===== config.mk =====
export PLATFORM = sky130hd
export DESIGN_NAME = data_space_decoder
export DESIGN_NICKNAME = d
export VERILOG_FILES = /design/src/rtl/dsd_pkg.sv /design/src/rtl/stack_if.sv /design/src/rtl/return_stack.sv /design/src/rtl/data_space_decoder.sv
export VERILOG_INCLUDE_DIRS = /design/src /design/src/rtl
export SDC_FILE = /design/constraint.sdc
export NUM_CORES = 1
export LEC_CHECK = 0
export ABC_AREA = 1
export BUFFER_PORTS_ARGS = -buffer_cell sky130_fd_sc_hd__buf_2
export CORE_MARGIN = 4
export CORE_UTILIZATION = 60
export CTS_CLUSTER_SIZE = 25
export DETAILED_ROUTE_END_ITERATION = 10
export PLACE_DENSITY = 0.76
export SLEW_MARGIN = 10
export SYNTH_ARGS = -nofsm -noshare
export SYNTH_HDL_FRONTEND = slang
export SYNTH_SLANG_ARGS = --single-unit
export TNS_END_PERCENT = 5

===== constraint.sdc =====
create_clock -name ref_clk -period 5.9 [get_ports ref_clk]
set_input_delay 0.295 -clock ref_clk [delete_from_list [all_inputs] [get_ports ref_clk]]
set_output_delay 0.295 -clock ref_clk [all_outputs]
set_load 0.02 [all_outputs]

===== src/rtl/dsd_defs.svh =====
// Address map, field positions and widths for the data-space decoder
// Notes on behaviour
// - Program addresses are 12 bits from the program counter, 000h to FFFh.
// - Return stack keeps six 12-bit return addresses.
// - Sixty bytes of general RAM live at 084h to 0BFh beside core registers.
// - Addresses 00h to 3Fh go to the selected 64-byte RAM/EEPROM bank.
// - Reads of 40h to 7Fh return program memory bytes through the window.
// - Window sits anywhere in program memory on 64-byte steps.
// - Window address is window base above the six low data address bits.
// - Window base is write-only; no reads or bit operations by software.
// - Window base is undefined after reset; software loads it first.
// - Only window base bits 5 to 0 exist; bits 6 and 7 ignored.
// - Port data C0h-C2h, direction C4h-C6h, option CCh-CEh.
// - Converter D0h-D1h, timer prescaler, counter, status D2h-D4h.
// - Auto-reload timer D5h-D7h, watchdog D8h, reload/compare/load D9h-DBh.
// - Serial data, divider and mode registers at E0h, E1h, E2h.
// - Bank select at E8h, EEPROM control at EAh.
// - Interrupt option C8h and window base C9h are write-only locations.
// - Oscillator control DCh is write-only; accumulator at FFh.
// - With readout protection chosen, program memory is unreadable outside.
// - Bank select bit 4 maps the second RAM page into 00h to 3Fh.
// - Bank select is not cleared at reset; software writes it first.
`ifndef DSD_DEFS_SVH
`define DSD_DEFS_SVH

`define PC_W            12
`define STACK_DEPTH     6
`define STACK_PTR_W     3
`define WIN_BASE_W      6
`define WIN_OFS_W       6
`define RAM_WORDS       60
`define RAM_IDX_W       6

`define BANK_HI         2'h0
`define WINDOW_HI       2'h1
`define CORE_X          8'h80
`define CORE_W          8'h83
`define RAM_FIRST       8'h84
`define RAM_LAST        8'hBF
`define PORT_DATA_FIRST 8'hC0
`define PORT_DATA_LAST  8'hC2
`define PORT_DIR_FIRST  8'hC4
`define PORT_DIR_LAST   8'hC6
`define INT_OPTION      8'hC8
`define WIN_BASE_ADDR   8'hC9
`define PORT_OPT_FIRST  8'hCC
`define PORT_OPT_LAST   8'hCE
`define CONV_FIRST      8'hD0
`define CONV_LAST       8'hD1
`define TIMER_FIRST     8'hD2
`define TIMER_LAST      8'hD4
`define ART_MODE_FIRST  8'hD5
`define ART_MODE_LAST   8'hD7
`define WATCHDOG        8'hD8
`define ART_DATA_FIRST  8'hD9
`define ART_DATA_LAST   8'hDB
`define OSC_CTRL        8'hDC
`define MISC_REG        8'hDD
`define SER_DATA        8'hE0
`define SER_DIV         8'hE1
`define SER_MODE        8'hE2
`define BANK_SEL_ADDR   8'hE8
`define EE_CTRL         8'hEA
`define ACCUM           8'hFF

`define BANK_RAM2_BIT   4
`define BANK_EE1_BIT    1
`define BANK_EE0_BIT    0
`define UNSPEC_READ     8'hFF
`define PROT_READ       8'hFF

`endif


===== src/rtl/dsd_pkg.sv =====
// Types shared by the data-space decoder modules
package dsd_pkg;
   typedef enum logic [2:0] {
      TGT_NONE,
      TGT_BANK,
      TGT_WINDOW,
      TGT_CORE,
      TGT_RAM,
      TGT_PERIPH,
      TGT_WO
   } target_t;
endpackage


===== src/rtl/stack_if.sv =====
// Push/pop link between the decoder and its return-address stack
`timescale 1ns/1ps
`default_nettype none
`include "dsd_defs.svh"
interface stack_if;
   logic             push;
   logic             pop;
   logic [`PC_W-1:0] push_data;
   logic [`PC_W-1:0] top_data;
   modport owner (output push, output pop, output push_data, input top_data);
   modport store (input push, input pop, input push_data, output top_data);
endinterface
`default_nettype wire


===== src/rtl/return_stack.sv =====
// Six-level return-address stack
`timescale 1ns/1ps
`default_nettype none
`include "dsd_defs.svh"
module return_stack (
   input  wire logic ref_clk,
   input  wire logic nrst,
   stack_if.store    stk
);
   logic [`PC_W-1:0]        entry [`STACK_DEPTH];
   logic [`STACK_PTR_W-1:0] depth;

   localparam logic [`STACK_PTR_W-1:0] FULL = `STACK_PTR_W'(`STACK_DEPTH);
   localparam logic [`STACK_PTR_W-1:0] ONE  = `STACK_PTR_W'(1);

   wire logic                    is_full  = (depth == FULL);
   wire logic                    is_empty = (depth == '0);
   // Full push overwrites the newest level; deeper nesting is lost anyway
   wire logic [`STACK_PTR_W-1:0] wr_slot  = is_full ? depth - ONE : depth;
   wire logic [`STACK_PTR_W-1:0] top_slot = is_empty ? '0 : depth - ONE;

   assign stk.top_data = entry[top_slot];

   always_ff @(posedge ref_clk or negedge nrst) begin
      if (!nrst) begin
         depth <= '0;
      end else if (stk.push && !is_full) begin
         depth <= depth + ONE;
      end else if (stk.pop && !stk.push && !is_empty) begin
         depth <= depth - ONE;
      end
   end

   always_ff @(posedge ref_clk) begin
      if (stk.push) begin
         entry[wr_slot] <= stk.push_data;
      end
   end
endmodule
`default_nettype wire


===== src/rtl/data_space_decoder.sv =====
// Data-space decoder with program counter, data ROM window and general RAM
`timescale 1ns/1ps
`default_nettype none
`include "dsd_defs.svh"
module data_space_decoder
   import dsd_pkg::*;
(
   input  wire logic             ref_clk,
   input  wire logic             nrst,
   // Core data-space access
   input  wire logic [7:0]       core_addr,
   input  wire logic             core_rd,
   input  wire logic             core_wr,
   input  wire logic [7:0]       core_wdata,
   output logic      [7:0]       core_rdata,
   output logic                  core_rvalid,
   // Program counter control
   input  wire logic             pc_step,
   input  wire logic             pc_load,
   input  wire logic             pc_call,
   input  wire logic             pc_return,
   input  wire logic [`PC_W-1:0] pc_target,
   // Program memory port
   output logic      [`PC_W-1:0] prog_addr,
   input  wire logic [7:0]       prog_rdata,
   // External programmer read port
   input  wire logic             ext_rd,
   input  wire logic [`PC_W-1:0] ext_addr,
   input  wire logic             readout_protect,
   output logic      [7:0]       ext_rdata,
   output logic                  ext_rvalid,
   // Banked RAM/EEPROM region
   output logic      [5:0]       bank_addr,
   output logic                  bank_rd,
   output logic                  bank_wr,
   output logic                  bank_ram2,
   output logic                  bank_ee0,
   output logic                  bank_ee1,
   input  wire logic [7:0]       bank_rdata,
   // Core and peripheral registers
   output logic      [7:0]       reg_addr,
   output logic                  reg_rd,
   output logic                  reg_wr,
   output logic      [7:0]       reg_wdata,
   input  wire logic [7:0]       reg_rdata
);

   // ------------------------------------------------------------------
   // Address decode
   // ------------------------------------------------------------------
   // banked region
   wire logic hit_bank   = (core_addr[7:6] == `BANK_HI);
   wire logic hit_window = (core_addr[7:6] == `WINDOW_HI);
   wire logic hit_core   = (core_addr >= `CORE_X && core_addr <= `CORE_W) ||
                           (core_addr == `ACCUM);
   wire logic hit_ram    = (core_addr >= `RAM_FIRST) &&
                           (core_addr <= `RAM_LAST);

   wire logic hit_pdata = (core_addr >= `PORT_DATA_FIRST) &&
                          (core_addr <= `PORT_DATA_LAST);
   wire logic hit_pdir  = (core_addr >= `PORT_DIR_FIRST) &&
                          (core_addr <= `PORT_DIR_LAST);
   wire logic hit_popt  = (core_addr >= `PORT_OPT_FIRST) &&
                          (core_addr <= `PORT_OPT_LAST);
   wire logic hit_conv  = (core_addr >= `CONV_FIRST) &&
                          (core_addr <= `CONV_LAST);
   wire logic hit_timer = (core_addr >= `TIMER_FIRST) &&
                          (core_addr <= `TIMER_LAST);
   wire logic hit_artm  = (core_addr >= `ART_MODE_FIRST) &&
                          (core_addr <= `ART_MODE_LAST);
   wire logic hit_wdog  = (core_addr == `WATCHDOG);
   wire logic hit_artd  = (core_addr >= `ART_DATA_FIRST) &&
                          (core_addr <= `ART_DATA_LAST);
   wire logic hit_ser   = (core_addr == `SER_DATA) ||
                          (core_addr == `SER_DIV)  ||
                          (core_addr == `SER_MODE);
   wire logic hit_eectl = (core_addr == `EE_CTRL);
   wire logic hit_misc  = (core_addr == `MISC_REG);

   wire logic hit_periph = hit_pdata | hit_pdir | hit_popt | hit_conv |
                           hit_timer | hit_artm | hit_wdog | hit_artd |
                           hit_ser | hit_eectl | hit_misc;

   // write-only locations kept by peripherals outside
   wire logic hit_wo_fwd  = (core_addr == `INT_OPTION) ||
                            (core_addr == `OSC_CTRL);
   wire logic hit_winbase = (core_addr == `WIN_BASE_ADDR);
   wire logic hit_banksel = (core_addr == `BANK_SEL_ADDR);
   wire logic hit_wo      = hit_wo_fwd | hit_winbase | hit_banksel;

   target_t tgt;
   always_comb begin
      if (hit_bank) begin
         tgt = TGT_BANK;
      end else if (hit_window) begin
         tgt = TGT_WINDOW;
      end else if (hit_core) begin
         tgt = TGT_CORE;
      end else if (hit_ram) begin
         tgt = TGT_RAM;
      end else if (hit_periph) begin
         tgt = TGT_PERIPH;
      end else if (hit_wo) begin
         tgt = TGT_WO;
      end else begin
         tgt = TGT_NONE;
      end
   end

   // ------------------------------------------------------------------
   // Access qualifiers
   // ------------------------------------------------------------------
   // A simultaneous read and write request is treated as a write
   wire logic do_wr   = core_wr;
   wire logic do_rd   = core_rd & ~core_wr;
   wire logic win_rd  = do_rd & (tgt == TGT_WINDOW);
   wire logic ram_rd  = do_rd & (tgt == TGT_RAM);
   // reserved addresses never reach a target
   wire logic fwd_rd  = do_rd & ((tgt == TGT_CORE) | (tgt == TGT_PERIPH));
   wire logic fwd_wr  = do_wr & ((tgt == TGT_CORE) | (tgt == TGT_PERIPH) |
                                 hit_wo_fwd);
   wire logic bsel_wr = do_wr & hit_banksel;
   wire logic wb_wr   = do_wr & hit_winbase;
   wire logic ram_wr  = do_wr & (tgt == TGT_RAM);

   // ------------------------------------------------------------------
   // Window base and bank select
   // ------------------------------------------------------------------
   // No reset: contents are undefined until software loads them
   logic [`WIN_BASE_W-1:0] rom_window_base;

   always_ff @(posedge ref_clk) begin
      if (wb_wr) begin
         rom_window_base <= core_wdata[`WIN_BASE_W-1:0];
      end
   end

   // base picks a 64-byte step; concatenated above data offset
   wire logic [`PC_W-1:0] win_prog_addr = {rom_window_base,
                                           core_addr[`WIN_OFS_W-1:0]};

   // page bits of the bank select register drive the bank lines
   // not cleared by reset; software loads it before banked use
   always_ff @(posedge ref_clk) begin
      if (bsel_wr) begin
         bank_ram2 <= core_wdata[`BANK_RAM2_BIT];
         bank_ee0  <= core_wdata[`BANK_EE0_BIT];
         bank_ee1  <= core_wdata[`BANK_EE1_BIT];
      end
   end

   // ------------------------------------------------------------------
   // Program counter and return stack
   // ------------------------------------------------------------------
   stack_if stk ();

   return_stack u_stack (
      .ref_clk (ref_clk),
      .nrst    (nrst),
      .stk     (stk)
   );

   localparam logic [`PC_W-1:0] PC_ONE = `PC_W'(1);

   logic [`PC_W-1:0] pc;
   logic [`PC_W-1:0] next_pc;

   always_comb begin
      if (pc_return) begin
         next_pc = stk.top_data;
      end else if (pc_call || pc_load) begin
         next_pc = pc_target;
      end else if (pc_step) begin
         next_pc = pc + PC_ONE;
      end else begin
         next_pc = pc;
      end
   end

   // calls save the address after the current one
   assign stk.push      = pc_call & ~pc_return;
   assign stk.pop       = pc_return;
   assign stk.push_data = pc + PC_ONE;

   always_ff @(posedge ref_clk or negedge nrst) begin
      if (!nrst) begin
         pc <= '0;
      end else begin
         pc <= next_pc;
      end
   end

   // ------------------------------------------------------------------
   // Program memory port arbitration
   // ------------------------------------------------------------------
   // Core window reads win; the programmer port takes any other slot, ahead of the next_pc fetch
   wire logic ext_grant = ext_rd & ~win_rd;

   logic [`PC_W-1:0] next_prog_addr;
   always_comb begin
      if (win_rd) begin
         next_prog_addr = win_prog_addr;
      end else if (ext_grant) begin
         next_prog_addr = ext_addr;
      end else begin
         next_prog_addr = next_pc;
      end
   end

   always_ff @(posedge ref_clk or negedge nrst) begin
      if (!nrst) begin
         prog_addr <= '0;
      end else begin
         prog_addr <= next_prog_addr;
      end
   end

   // Protection strap comes from outside this clock
   logic prot_meta;
   logic prot_sync;
   always_ff @(posedge ref_clk or negedge nrst) begin
      if (!nrst) begin
         prot_meta <= 1'b1;
         prot_sync <= 1'b1;
      end else begin
         prot_meta <= readout_protect;
         prot_sync <= prot_meta;
      end
   end

   logic ext_pend;
   always_ff @(posedge ref_clk or negedge nrst) begin
      if (!nrst) begin
         ext_pend   <= 1'b0;
         ext_rvalid <= 1'b0;
         ext_rdata  <= `PROT_READ;
      end else begin
         ext_pend   <= ext_grant;
         ext_rvalid <= ext_pend;
         if (ext_pend) begin
            ext_rdata <= prot_sync ? `PROT_READ : prog_rdata;
         end
      end
   end

   // ------------------------------------------------------------------
   // General RAM
   // ------------------------------------------------------------------
   logic [7:0] ram [`RAM_WORDS];
   logic [7:0] ram_q;

   localparam logic [7:0] RAM_BASE = `RAM_FIRST;
   wire logic [7:0]            ram_off = core_addr - RAM_BASE;
   wire logic [`RAM_IDX_W-1:0] ram_idx = ram_off[`RAM_IDX_W-1:0];

   always_ff @(posedge ref_clk) begin
      if (ram_wr) begin
         ram[ram_idx] <= core_wdata;
      end
      if (ram_rd) begin
         ram_q <= ram[ram_idx];
      end
   end

   // ------------------------------------------------------------------
   // Strobes to the bank region and the registers
   // ------------------------------------------------------------------
   always_ff @(posedge ref_clk or negedge nrst) begin
      if (!nrst) begin
         bank_addr <= '0;
         bank_rd   <= 1'b0;
         bank_wr   <= 1'b0;
         reg_addr  <= '0;
         reg_rd    <= 1'b0;
         reg_wr    <= 1'b0;
         reg_wdata <= '0;
      end else begin
         // offset within the selected 64-byte bank
         bank_addr <= core_addr[5:0];
         bank_rd   <= do_rd & (tgt == TGT_BANK);
         bank_wr   <= do_wr & (tgt == TGT_BANK);
         // write-only locations receive no read strobe
         reg_addr  <= core_addr;
         reg_rd    <= fwd_rd;
         reg_wr    <= fwd_wr;
         reg_wdata <= core_wdata;
      end
   end

   // ------------------------------------------------------------------
   // Read return
   // ------------------------------------------------------------------
   logic    rd_pend;
   target_t rd_tgt;
   logic [7:0] next_rdata;

   always_comb begin
      unique case (rd_tgt)
         TGT_BANK:           next_rdata = bank_rdata;
         // window bytes come from program memory
         TGT_WINDOW:         next_rdata = prog_rdata;
         TGT_RAM:            next_rdata = ram_q;
         TGT_CORE,
         TGT_PERIPH:         next_rdata = reg_rdata;
         // write-only and reserved reads give a fixed filler
         TGT_WO,
         TGT_NONE:           next_rdata = `UNSPEC_READ;
         default:            next_rdata = `UNSPEC_READ;
      endcase
   end

   always_ff @(posedge ref_clk or negedge nrst) begin
      if (!nrst) begin
         rd_pend     <= 1'b0;
         rd_tgt      <= TGT_NONE;
         core_rvalid <= 1'b0;
         core_rdata  <= '0;
      end else begin
         rd_pend     <= do_rd;
         rd_tgt      <= do_rd ? tgt : TGT_NONE;
         core_rvalid <= rd_pend;
         if (rd_pend) begin
            core_rdata <= next_rdata;
         end
      end
   end

endmodule
`default_nettype wire


# After elaboration in Yosys (flattened, before gate mapping)
# Memory sizes are Yosys's and may differ from the RTL's. A register that Yosys moved wholly into a read port is not among the register bits.
# Cells that the tools add are included.
totals:
  ramBits: 552
  ff_bits: 87
  wordCells: 145
  memories: 2
memory_table:
  columns: ["name", "words", "word_bits", "rd", "rd_clocked_by_memory_dff", "write_ports", "line_no", "source"]
  rows:
  - ["ram", 60, 8, 1, 1, 1, "data_space_decoder.sv:249", "logic [7:0] ram [`RAM_WORDS];"]
  - ["u_stack.entry", 6, 12, 1, 0, 1, "return_stack.sv:10", "logic [`PC_W-1:0] entry [`STACK_DEPTH];"]
op_classes:
  n_mux: 22
  n_eq_ne: 23
  reduce_logical: 24
  addsub: 4
  bitwise_logic: 29
  magnitude_cmp: 18
ops:
  columns: ["operator", "n"]
  rows:
  - ["8-bit equality test, second input constant", 11]
  - ["8-bit >= comparator, second input constant", 9]
  - ["8-bit less-or-equal comparator, second input constant", 9]
  - ["12-bit two-way mux", 5]
  - ["3-bit two-way mux", 11]
  - ["8-bit case mux with 4 select lines", 1]
  - ["3-bit equality test, second input constant", 5]
  - ["1-bit OR", 14]
  - ["12-bit by 1-bit adder with 12-bit output, second input constant", 1]
  - ["1-bit bitwise AND", 12]
  - ["3-bit by 2-bit equality test with 1-bit output, second input constant", 4]
  - ["1-bit logical AND", 12]
  - ["8-bit two-way mux", 1]
  - ["3-bit by 1-bit equality test with 1-bit output, second input constant", 2]
  - ["6-bit by 3-bit subtractor with 6-bit output, second input constant", 1]
  - ["1-bit logical OR", 5]
  - ["1-bit two-way mux", 4]
  - ["3-bit by 1-bit adder with 3-bit output, second input constant", 1]
  - ["1-bit zero test", 3]
  - ["3-bit zero test", 1]
  - ["1-bit inverter", 3]
  - ["3-bit by 1-bit subtractor with 3-bit output, second input constant", 1]
  - ["2-bit by 1-bit equality test with 1-bit output, second input constant", 1]
  - ["2-bit zero test", 1]
  - ["2 further kinds", 2]

# Depth between registers and ports, before layout
# Gate-level depths: netlist of the first run.
logic_depth:
  ltp_word: 23
  mapped_depth: 18

# By module
# Synthesis of the first run repeated with hierarchy kept, for this count alone.
hier_totals:
  cells_unflattened: 2087
  area_unflattened_um2: 26051.2
modules_own_cells:
  columns: ["module", "n_inst", "cells_each", "seq_area_each_um2", "area_each_um2"]
  rows:
  - ["data_space_decoder", 1, 1779, 16663.5, 22686.8]
  - ["return_stack", 1, 308, 2237.1, 3364.5]

# Worst setup path after synthesis of the first run
# OpenSTA, ideal clock, no wires.
synth_timing:
  path_kind: "in2reg"
  start: "input core_addr[2]"
  end: "memory ram[12][0], enable pin"
  required_ns: 5.530
  cell_stages: 17
  path_slack_ns: 2.700
  arrival_time_ns: 2.830
  n_path_buf: 3
  path_cell_list: "buf_2 > inv_1 > buf_2 > buf_1 > ha_1 > nand2_1 > nand2_1 > nor2_1 > nor2_1 > nand3_1 > nand2_1 > nor2_4 > nand3_1 > nand2_1 > nor2_8 > nand4_2 > nor2_1"
synth_between:
  elab_chain_len: 21
  elab_cells_between_ends: 65
  cone_classes: "1 x add/sub; 18 x order compare; 12 x eq/ne; 8 x mux; 13 x bitwise; 13 x reduce/logical"
synth_lines:
  columns: ["item", "line_no", "source"]
  rows:
  - ["start: declaration", "data_space_decoder.sv:11", "input wire logic [7:0] core_addr,"]
  - ["8-bit >= comparator (no line) / 8-bit less-or-equal comparator (equally long branches)", null, null]
  - ["1-bit logical AND, on equally long branches", "data_space_decoder.sv:59, data_space_decoder.sv:61", null]
  - ["1-bit OR (4 in series)", "data_space_decoder.sv:80", "wire logic hit_periph = hit_pdata | hit_pdir | hit_popt | hit_conv |"]
  - ["1-bit OR (4 in series)", "data_space_decoder.sv:81", "hit_timer | hit_artm | hit_wdog | hit_artd |"]
  - ["1-bit OR (2 in series)", "data_space_decoder.sv:82", "hit_ser | hit_eectl | hit_misc;"]
  - ["3-bit two-way mux", "data_space_decoder.sv:101", "end else if (hit_periph) begin"]
  - ["3-bit two-way mux", "data_space_decoder.sv:99", "end else if (hit_ram) begin"]
  - ["3-bit two-way mux", "data_space_decoder.sv:97", "end else if (hit_core) begin"]
  - ["3-bit two-way mux", "data_space_decoder.sv:95", "end else if (hit_window) begin"]
  - ["3-bit two-way mux", "data_space_decoder.sv:93", "if (hit_bank) begin"]
  - ["3-bit equality test", "data_space_decoder.sv:124", "wire logic ram_wr = do_wr & (tgt == TGT_RAM);"]
  - ["1-bit bitwise AND", "data_space_decoder.sv:124", null]
  - ["1-bit two-way mux", "data_space_decoder.sv:257", "if (ram_wr) begin"]
  - ["1-bit two-way mux (implied by the code)", "data_space_decoder.sv:258", "ram[ram_idx] <= core_wdata;"]
  - ["end: declaration", "data_space_decoder.sv:249", null]
# Parallel ways exist; a longest one is shown, timed or not.

# Worst setup path in the final report of the first run
layout_timing:
  start: "input core_addr[0]"
  end: "memory ram[52][4], enable pin"
# The elaborated chain is that of the path after synthesis.

==> results of run 1 <==
-- cell usage after synthesis (15+ instances only) --
| library cell | count |
|---|---|
| a211oi_1 | 34 |
| a21oi_1 | 37 |
| a22oi_1 | 72 |
| a31oi_1 | 18 |
| clkbuf_1 | 82 |
| dfrtp_1 | 62 |
| edfxtp_1 | 569 |
| inv_1 | 69 |
| nand2_1 | 448 |
| nand3_1 | 103 |
| nand4_1 | 44 |
| nor2_1 | 189 |
| nor3_1 | 25 |
| o211ai_1 | 15 |
| o21ai_0 | 92 |
-- per-layer routing --
| layer | routed length [µm] | track usage [%] |
|---|---|---|
| met4 | 1950 | 8.82 |
| met1 | 25300 | 39.5 |
| met5 | 0 | 0 |
| met3 | 8230 | 7.03 |
| met2 | 30800 | 45.1 |
-- through the flow --
step	setup slack [ns]	utilization, %	instances	power (mW)	cell area [µm²]
after detailed placement	1.87	63.4	2594	6.92	26700
after floorplan	2.70	-	2012	6.36	25600
after global placement	2.03	63.4	2594	6.88	26700
final	2.17	69.0	2741	10.8	29100
after global routing	1.90	69.0	2740	11.2	29100
after CTS	2.22	69.0	2740	10.8	29100
-- area by class of cell --
cell class | instances | area (µm²)
inverter | 77 | 290
sequential | 641 | 18900
timing repair buffer | 184 | 1180
clock inverter | 37 | 365
multi-input combinational | 1190 | 6040
clock buffer | 72 | 1630
antenna | 1 | 2.50
tap | 539 | 674
fill | 2756 | 13100
-- worst min path at each step --
stage	start	endpoint	slack, ns
after floorplan	nrst	bank_rd	-0.0006
after global placement	prot_meta	prot_sync	0.35
after detailed placement	prot_meta	prot_sync	0.35
after CTS	ext_addr[8]	prog_addr[8]	0.005
after global routing	reg_rdata[1]	core_rdata[1]	0.03
final	ext_addr[8]	prog_addr[8]	0.05
-- report_power, final --
part	switching [mW]	internal [mW]	leakage [nW]	total [mW]
registers	0.0787	5.22	5.95	5.30
clock network	1.63	2.26	0.970	3.89
logic	1.14	0.441	3.31	1.58
-- cell families (layout without fill, tap and decap cells) --
kind of cell	after synthesis	after routing	share of synthesized area, %
compound gates	322	322	8.15
xor+xnor	12	12	0.410
fa+ha+maj	11	11	0.537
buf+inv	181	370	2.80
flops	641	641	73.7
other cells	0	1	0
simple gates	845	845	14.4
-- worst max-delay path, delay by kind of cell --
kind / cells / cell delay, ns
AOI/OAI and AO/OA: 1 / 0.16
and+or+nand+nor: 8 / 2.00
buffers and inverters: 3 / 1.51
-- registers in the layout, indices dropped and copies added, names as in the netlist, 3 cells and up --
name	flops
reg_wdata	8
ext_rdata	8
rom_window_base	6
core_rdata	8
rd_tgt	3
prog_addr	12
pc	12
u_stack.entry	72
u_stack.depth	3
ram	480
reg_addr	8
ram_q	8
-- layout by cell type, fill, tap and decap left out, types with 34 or more instances in the layout --
| master | instances |
|---|---|
| nor2_1 | 188 |
| dfrtp_1 | 62 |
| a21oi_1 | 37 |
| nand3_1 | 103 |
| a22oi_1 | 72 |
| edfxtp_1 | 569 |
| inv_1 | 67 |
| dlygate4sd3_1 | 37 |
| clkbuf_16 | 63 |
| buf_2 | 123 |
| nand2_1 | 448 |
| nand4_1 | 44 |
| a211oi_1 | 34 |
| o21ai_0 | 92 |
-- what timing repair did --
action,4_1_cts,5_1_grt
hold buffers,37,0
endpoints found under the setup margin,0,0
endpoints found under the hold margin,95,0
==> impl_metrics.yaml, run 1 <==
cts:
  cts-resized-gates: 0
  clkTransAtPathRegs_ns: 0.06
  cts_sinks: 641
  root_buffer: "clkbuf_16"
  cts_tree: "done"
  clock_latency_ns: 0.61
  post_cts_buffers: 0
  cts-htree-levels: 2
  numCtsBuffers: 61
  clk_path_buf_depth: 3
setup_path:
  crit_top_cell: "nor2_1"
  cp.required_ns: 6.14
  worstPathMaxFanout: 82
  slowest_stage: "buf_4"
  r2r-end: "prog_addr[7]"
  r2r_start: "u_stack.depth[0]"
  critPathCaptureType: "flip-flop"
  worstSetupStartpoint: "core_addr[0]"
  crit_chain: "dlygate4sd3_1, buf_2, nor2_4, buf_4, a21oi_1, nor2_1, nor2_1, nand3_1, nand2_1, nor2_8, nand4_2, nor2_1"
  reg2reg_depth: 13
  setup.worst_path.end: "ram[52][4]"
  slowest_delay_ns: 0.74
  ff2ff_setup_slack_ns: 2.64
  critical_path_class: "in -> reg"
  critPathLaunchType: "primary input"
  worstPathArrival_ns: 3.98
grt:
  grt_max_degree: 96
  grt_pass1_vias: 16900
  grt_pass1_wl_mm: 101
  grtUsageTotal_pct: 28.4
  antenna_found_initial: 1
  grt-ovfl-total: 0
routing:
  drt_iter0_drc: 2444
  wl_per_cell_um: 24.2
  vias: 17300
  drc_errors: 0
  wirelength_mm: 66.2
  drtPass1Iterations: 6
  vias_per_cell: 6.32
  ant_nets: 0
synthesis:
  ys_ff_latch: 641
  synth.largest_area_cell: "edfxtp_1"
  syn-cell-area_um2: 25600
  synthCells: 2012
  avgSynthCellArea_um2: 12.7
  ys_async_sr_fraction_pct: 11.2
  ys_seq_area_share_pct: 73.7
  synth_top_flop_cell: "edfxtp_1"
  synth_top_area_share_pct: 66.6
  synth_cell_types: 49
  synth-edff-count: 569
  ys_top_cells_by_area: "edfxtp_1, nand2_1, dfrtp_1"
  syn-num-nets: 2097
  yosysWarnings: 0
die:
  core.rowCount: 75
  die_x_um: 215
  initial_utilization_pct: 60.9
  io_pins: 133
  dieArea_um2: 46100
  core_um2: 42100
  dieHeight_um: 215
timing:
  slew_viol_final: 0
  worst-slew-pin-transition_ns: 1.16
  post-route-min-period_ns: 3.74
  hold_ws_ns: 0.0458
  layout_worst_path_cycle_share_pct: 63.3
  setup_tns_ns: 0
  max_freq_ghz: 0.268
  final-setup-viol-count: 0
  rsz0062_at_grt: "false"
  finalHoldViolCount: 0
  worst_clock_skew_ns: 0.0134
  slew_headroom_pct: 22.2
final_layout:
  synthToLayoutAreaGrowth_pct: 13.4
  drive_gt1_share_pct: 13.0
  nets: 2240
pwr:
  p_leak_nw: 10.2
  ir_worst_vdd_uv: 244
  powerDensity_nw_per_um2: 370
worst_hold_path:
  min_path_cells: 5
  hold_class: "in -> reg"
status:
  status: "finished, final reports clean"
place:
  place.gp.congestion: 0.953
  place_hpwl_mm: 39.0
  port-buffer-count: 132
job:
  maxCapViolCount: 0
No activity file was read; power rests on OpenSTA's default activity.
==> run 2: changes to the inputs <==
==> constraint.sdc (replaced) <==
create_clock -name ref_clk -period 3.65 [get_ports ref_clk]
set_input_delay 0.1825 -clock ref_clk [delete_from_list [all_inputs] [get_ports ref_clk]]
set_output_delay 0.1825 -clock ref_clk [all_outputs]
set_load 0.02 [all_outputs]
==> impl_metrics.yaml, run 2 (same netlist as run 1, synthesis figures left out) <==
timing:
  slew_viol_final: 0
  slew_headroom_pct: 37.0
  rsz0062_at_grt: "false"
  worst-slew-pin-transition_ns: 0.945
  setup_tns_ns: 0
  layout_worst_path_cycle_share_pct: 94.1
  post-route-min-period_ns: 3.43
  finalHoldViolCount: 0
  final-setup-viol-count: 0
  max_freq_ghz: 0.291
  worst_clock_skew_ns: 0.0223
grt:
  grt_max_degree: 121
  grt_pass1_wl_mm: 104
  antenna_found_initial: 0
  grtUsageTotal_pct: 29.2
  grt-ovfl-total: 0
  grt_pass1_vias: 17300
setup_path:
  critPathLaunchType: "flip-flop"
  worstPathMaxFanout: 14
  r2r_start: "u_stack.depth[0]"
  crit_top_cell: "inv_1"
  crit_family: "compound AO/OA/AOI/OAI gates"
  cp.required_ns: 4.17
  worstPathArrival_ns: 3.95
  critical_path_class: "reg -> reg"
  worstSetupStartpoint: "u_stack.depth[0]"
  slowest_stage: "inv_1"
  cp.buffers_inverters: 3
  slowest_delay_ns: 0.47
  critPathCaptureType: "flip-flop"
  crit_chain: "inv_1, ha_1, ha_1, inv_1, nand2_1, inv_1, o21ai_0, o211ai_1, o211ai_1, o21ai_0, nand2_1, a31oi_1"
cts:
  cts_tree: "done"
  clock_latency_ns: 0.63
  cts-resized-gates: 0
  clkTransAtPathRegs_ns: 0.06
  cts_sinks: 641
  cts-htree-levels: 2
  root_buffer: "clkbuf_16"
  clk_path_buf_depth: 3
  numCtsBuffers: 60
final_layout:
  seq_area_um2: 18900
  drive_gt1_share_pct: 13.8
  antenna_cells: 0
  synthToLayoutAreaGrowth_pct: 15.3
  largest_reg_flops: 480
  final_common_cell: "edfxtp_1"
  nets: 2295
  top_regs: "ram x480, u_stack.entry x72"
  fillCellCount: 2739
  final_cell_mix: "edfxtp_1, nand2_1, nor2_1"
  top_register: "ram"
  multi_input_area_um2: 6040
  stdcell_area_um2: 29600
routing:
  wirelength_mm: 68.0
  drt_iter0_drc: 2575
  drtPass1Iterations: 6
  wl_per_cell_um: 24.3
  vias_per_cell: 6.34
  ant_nets: 0
  vias: 17700
  drc_errors: 0
die:
  die_x_um: 215
  io_pins: 133
  initial_utilization_pct: 60.9
  dieHeight_um: 215
  core.rowCount: 75
  core_um2: 42100
  dieArea_um2: 46100
place:
  place_area_um2: 27000
  place_hpwl_mm: 39.4
  port-buffer-count: 132
  place.gp.congestion: 0.969
pwr:
  powerDensity_nw_per_um2: 592
  p_leak_nw: 10.5
  ir_worst_vdd_uv: 492
worst_hold_path:
  hold_class: "in -> reg"
  min_from: "core_wr"
status:
  status: "finished, final reports clean"
job:
  maxCapViolCount: 0
[run 2: cell count changes in the layout (fill, tap and decap cells not counted), moves of 2 or more]
cell           delta
clkinv_1          +2
clkbuf_16         -3
clkinv_4          +2
clkbuf_1          +3
buf_12            +3
clkinvlp_2        -2
dlygate4sd3_1    +27
buf_4            +26
[run 2: path summary, 6_finish.rpt]
kind                            endpoint  slack, ns  cells after the start
setup / recovery            prog_addr[0]       0.22                     12
hold / removal                    reg_wr       0.04                      3
setup reg to reg            prog_addr[0]       0.22                     12
hold reg to reg                prot_sync       0.35                      0
max in group asynchronous  core_rdata[0]       2.75                      2
min in group asynchronous          pc[0]       0.27                      2
[run 2: layout make-up]
type | count | share of cell area, %
Sequential cell | 641 | 64.0
Inverter | 77 | 0.982
Clock buffer | 72 | 5.30
Clock inverter | 38 | 1.29
Tap cell | 539 | 2.28
Multi-Input combinational cell | 1190 | 20.4
Timing Repair Buffer | 240 | 5.77
[run 2: per-layer routing]
layer	share of wire, %	GRT usage, %	up-vias
met4	3.5	9.57	0
met2	47	46.3	1250
met1	39	41.1	8590
li1	-	-	7702
met5	0	0	-
met3	11	6.30	187
[run 2: power breakdown]
group          leakage [nW]  internal, mW  switching, mW
Sequential             5.95          8.44          0.138
Clock                 0.950          3.55           2.67
Combinational          3.57         0.775           1.92
Total                  10.5          12.8           4.73
[run 2: stage by stage]
stage / hold slack [ns] / std cells / setup slack (ns) / power, mW / util, %
2_1_floorplan: -0.113 / 2012 / 0.562 / 10.3 / -
3_3_place_gp: 0.291 / 2623 / 0.386 / 11.2 / 64.0
3_5_place_dp: 0.295 / 2623 / 0.291 / 11.2 / 64.0
4_1_cts: 0.00201 / 2797 / 0.382 / 17.5 / 70.1
5_1_grt: 0.0236 / 2797 / 0.0902 / 18.1 / 70.1
6_report: 0.0380 / 2797 / 0.216 / 17.5 / 70.1
[run 2: worst register-to-register path, stage by stage, from the launching register on]
cell and delay [ns]:
dfrtp_1 0.46, inv_1 0.28, ha_1 0.31, ha_1 0.19
inv_1 0.12, nand2_1 0.32, inv_1 0.47, o21ai_0 0.20
o211ai_1 0.30, o211ai_1 0.16, o21ai_0 0.21, nand2_1 0.11
a31oi_1 0.20
[run 2: timing repair]
| action | in CTS | in global routing |
|---|---|---|
| setup buffers | 0 | 0 |
| hold endpoints to repair | 114 | 0 |
| hold buffers | 64 | 0 |
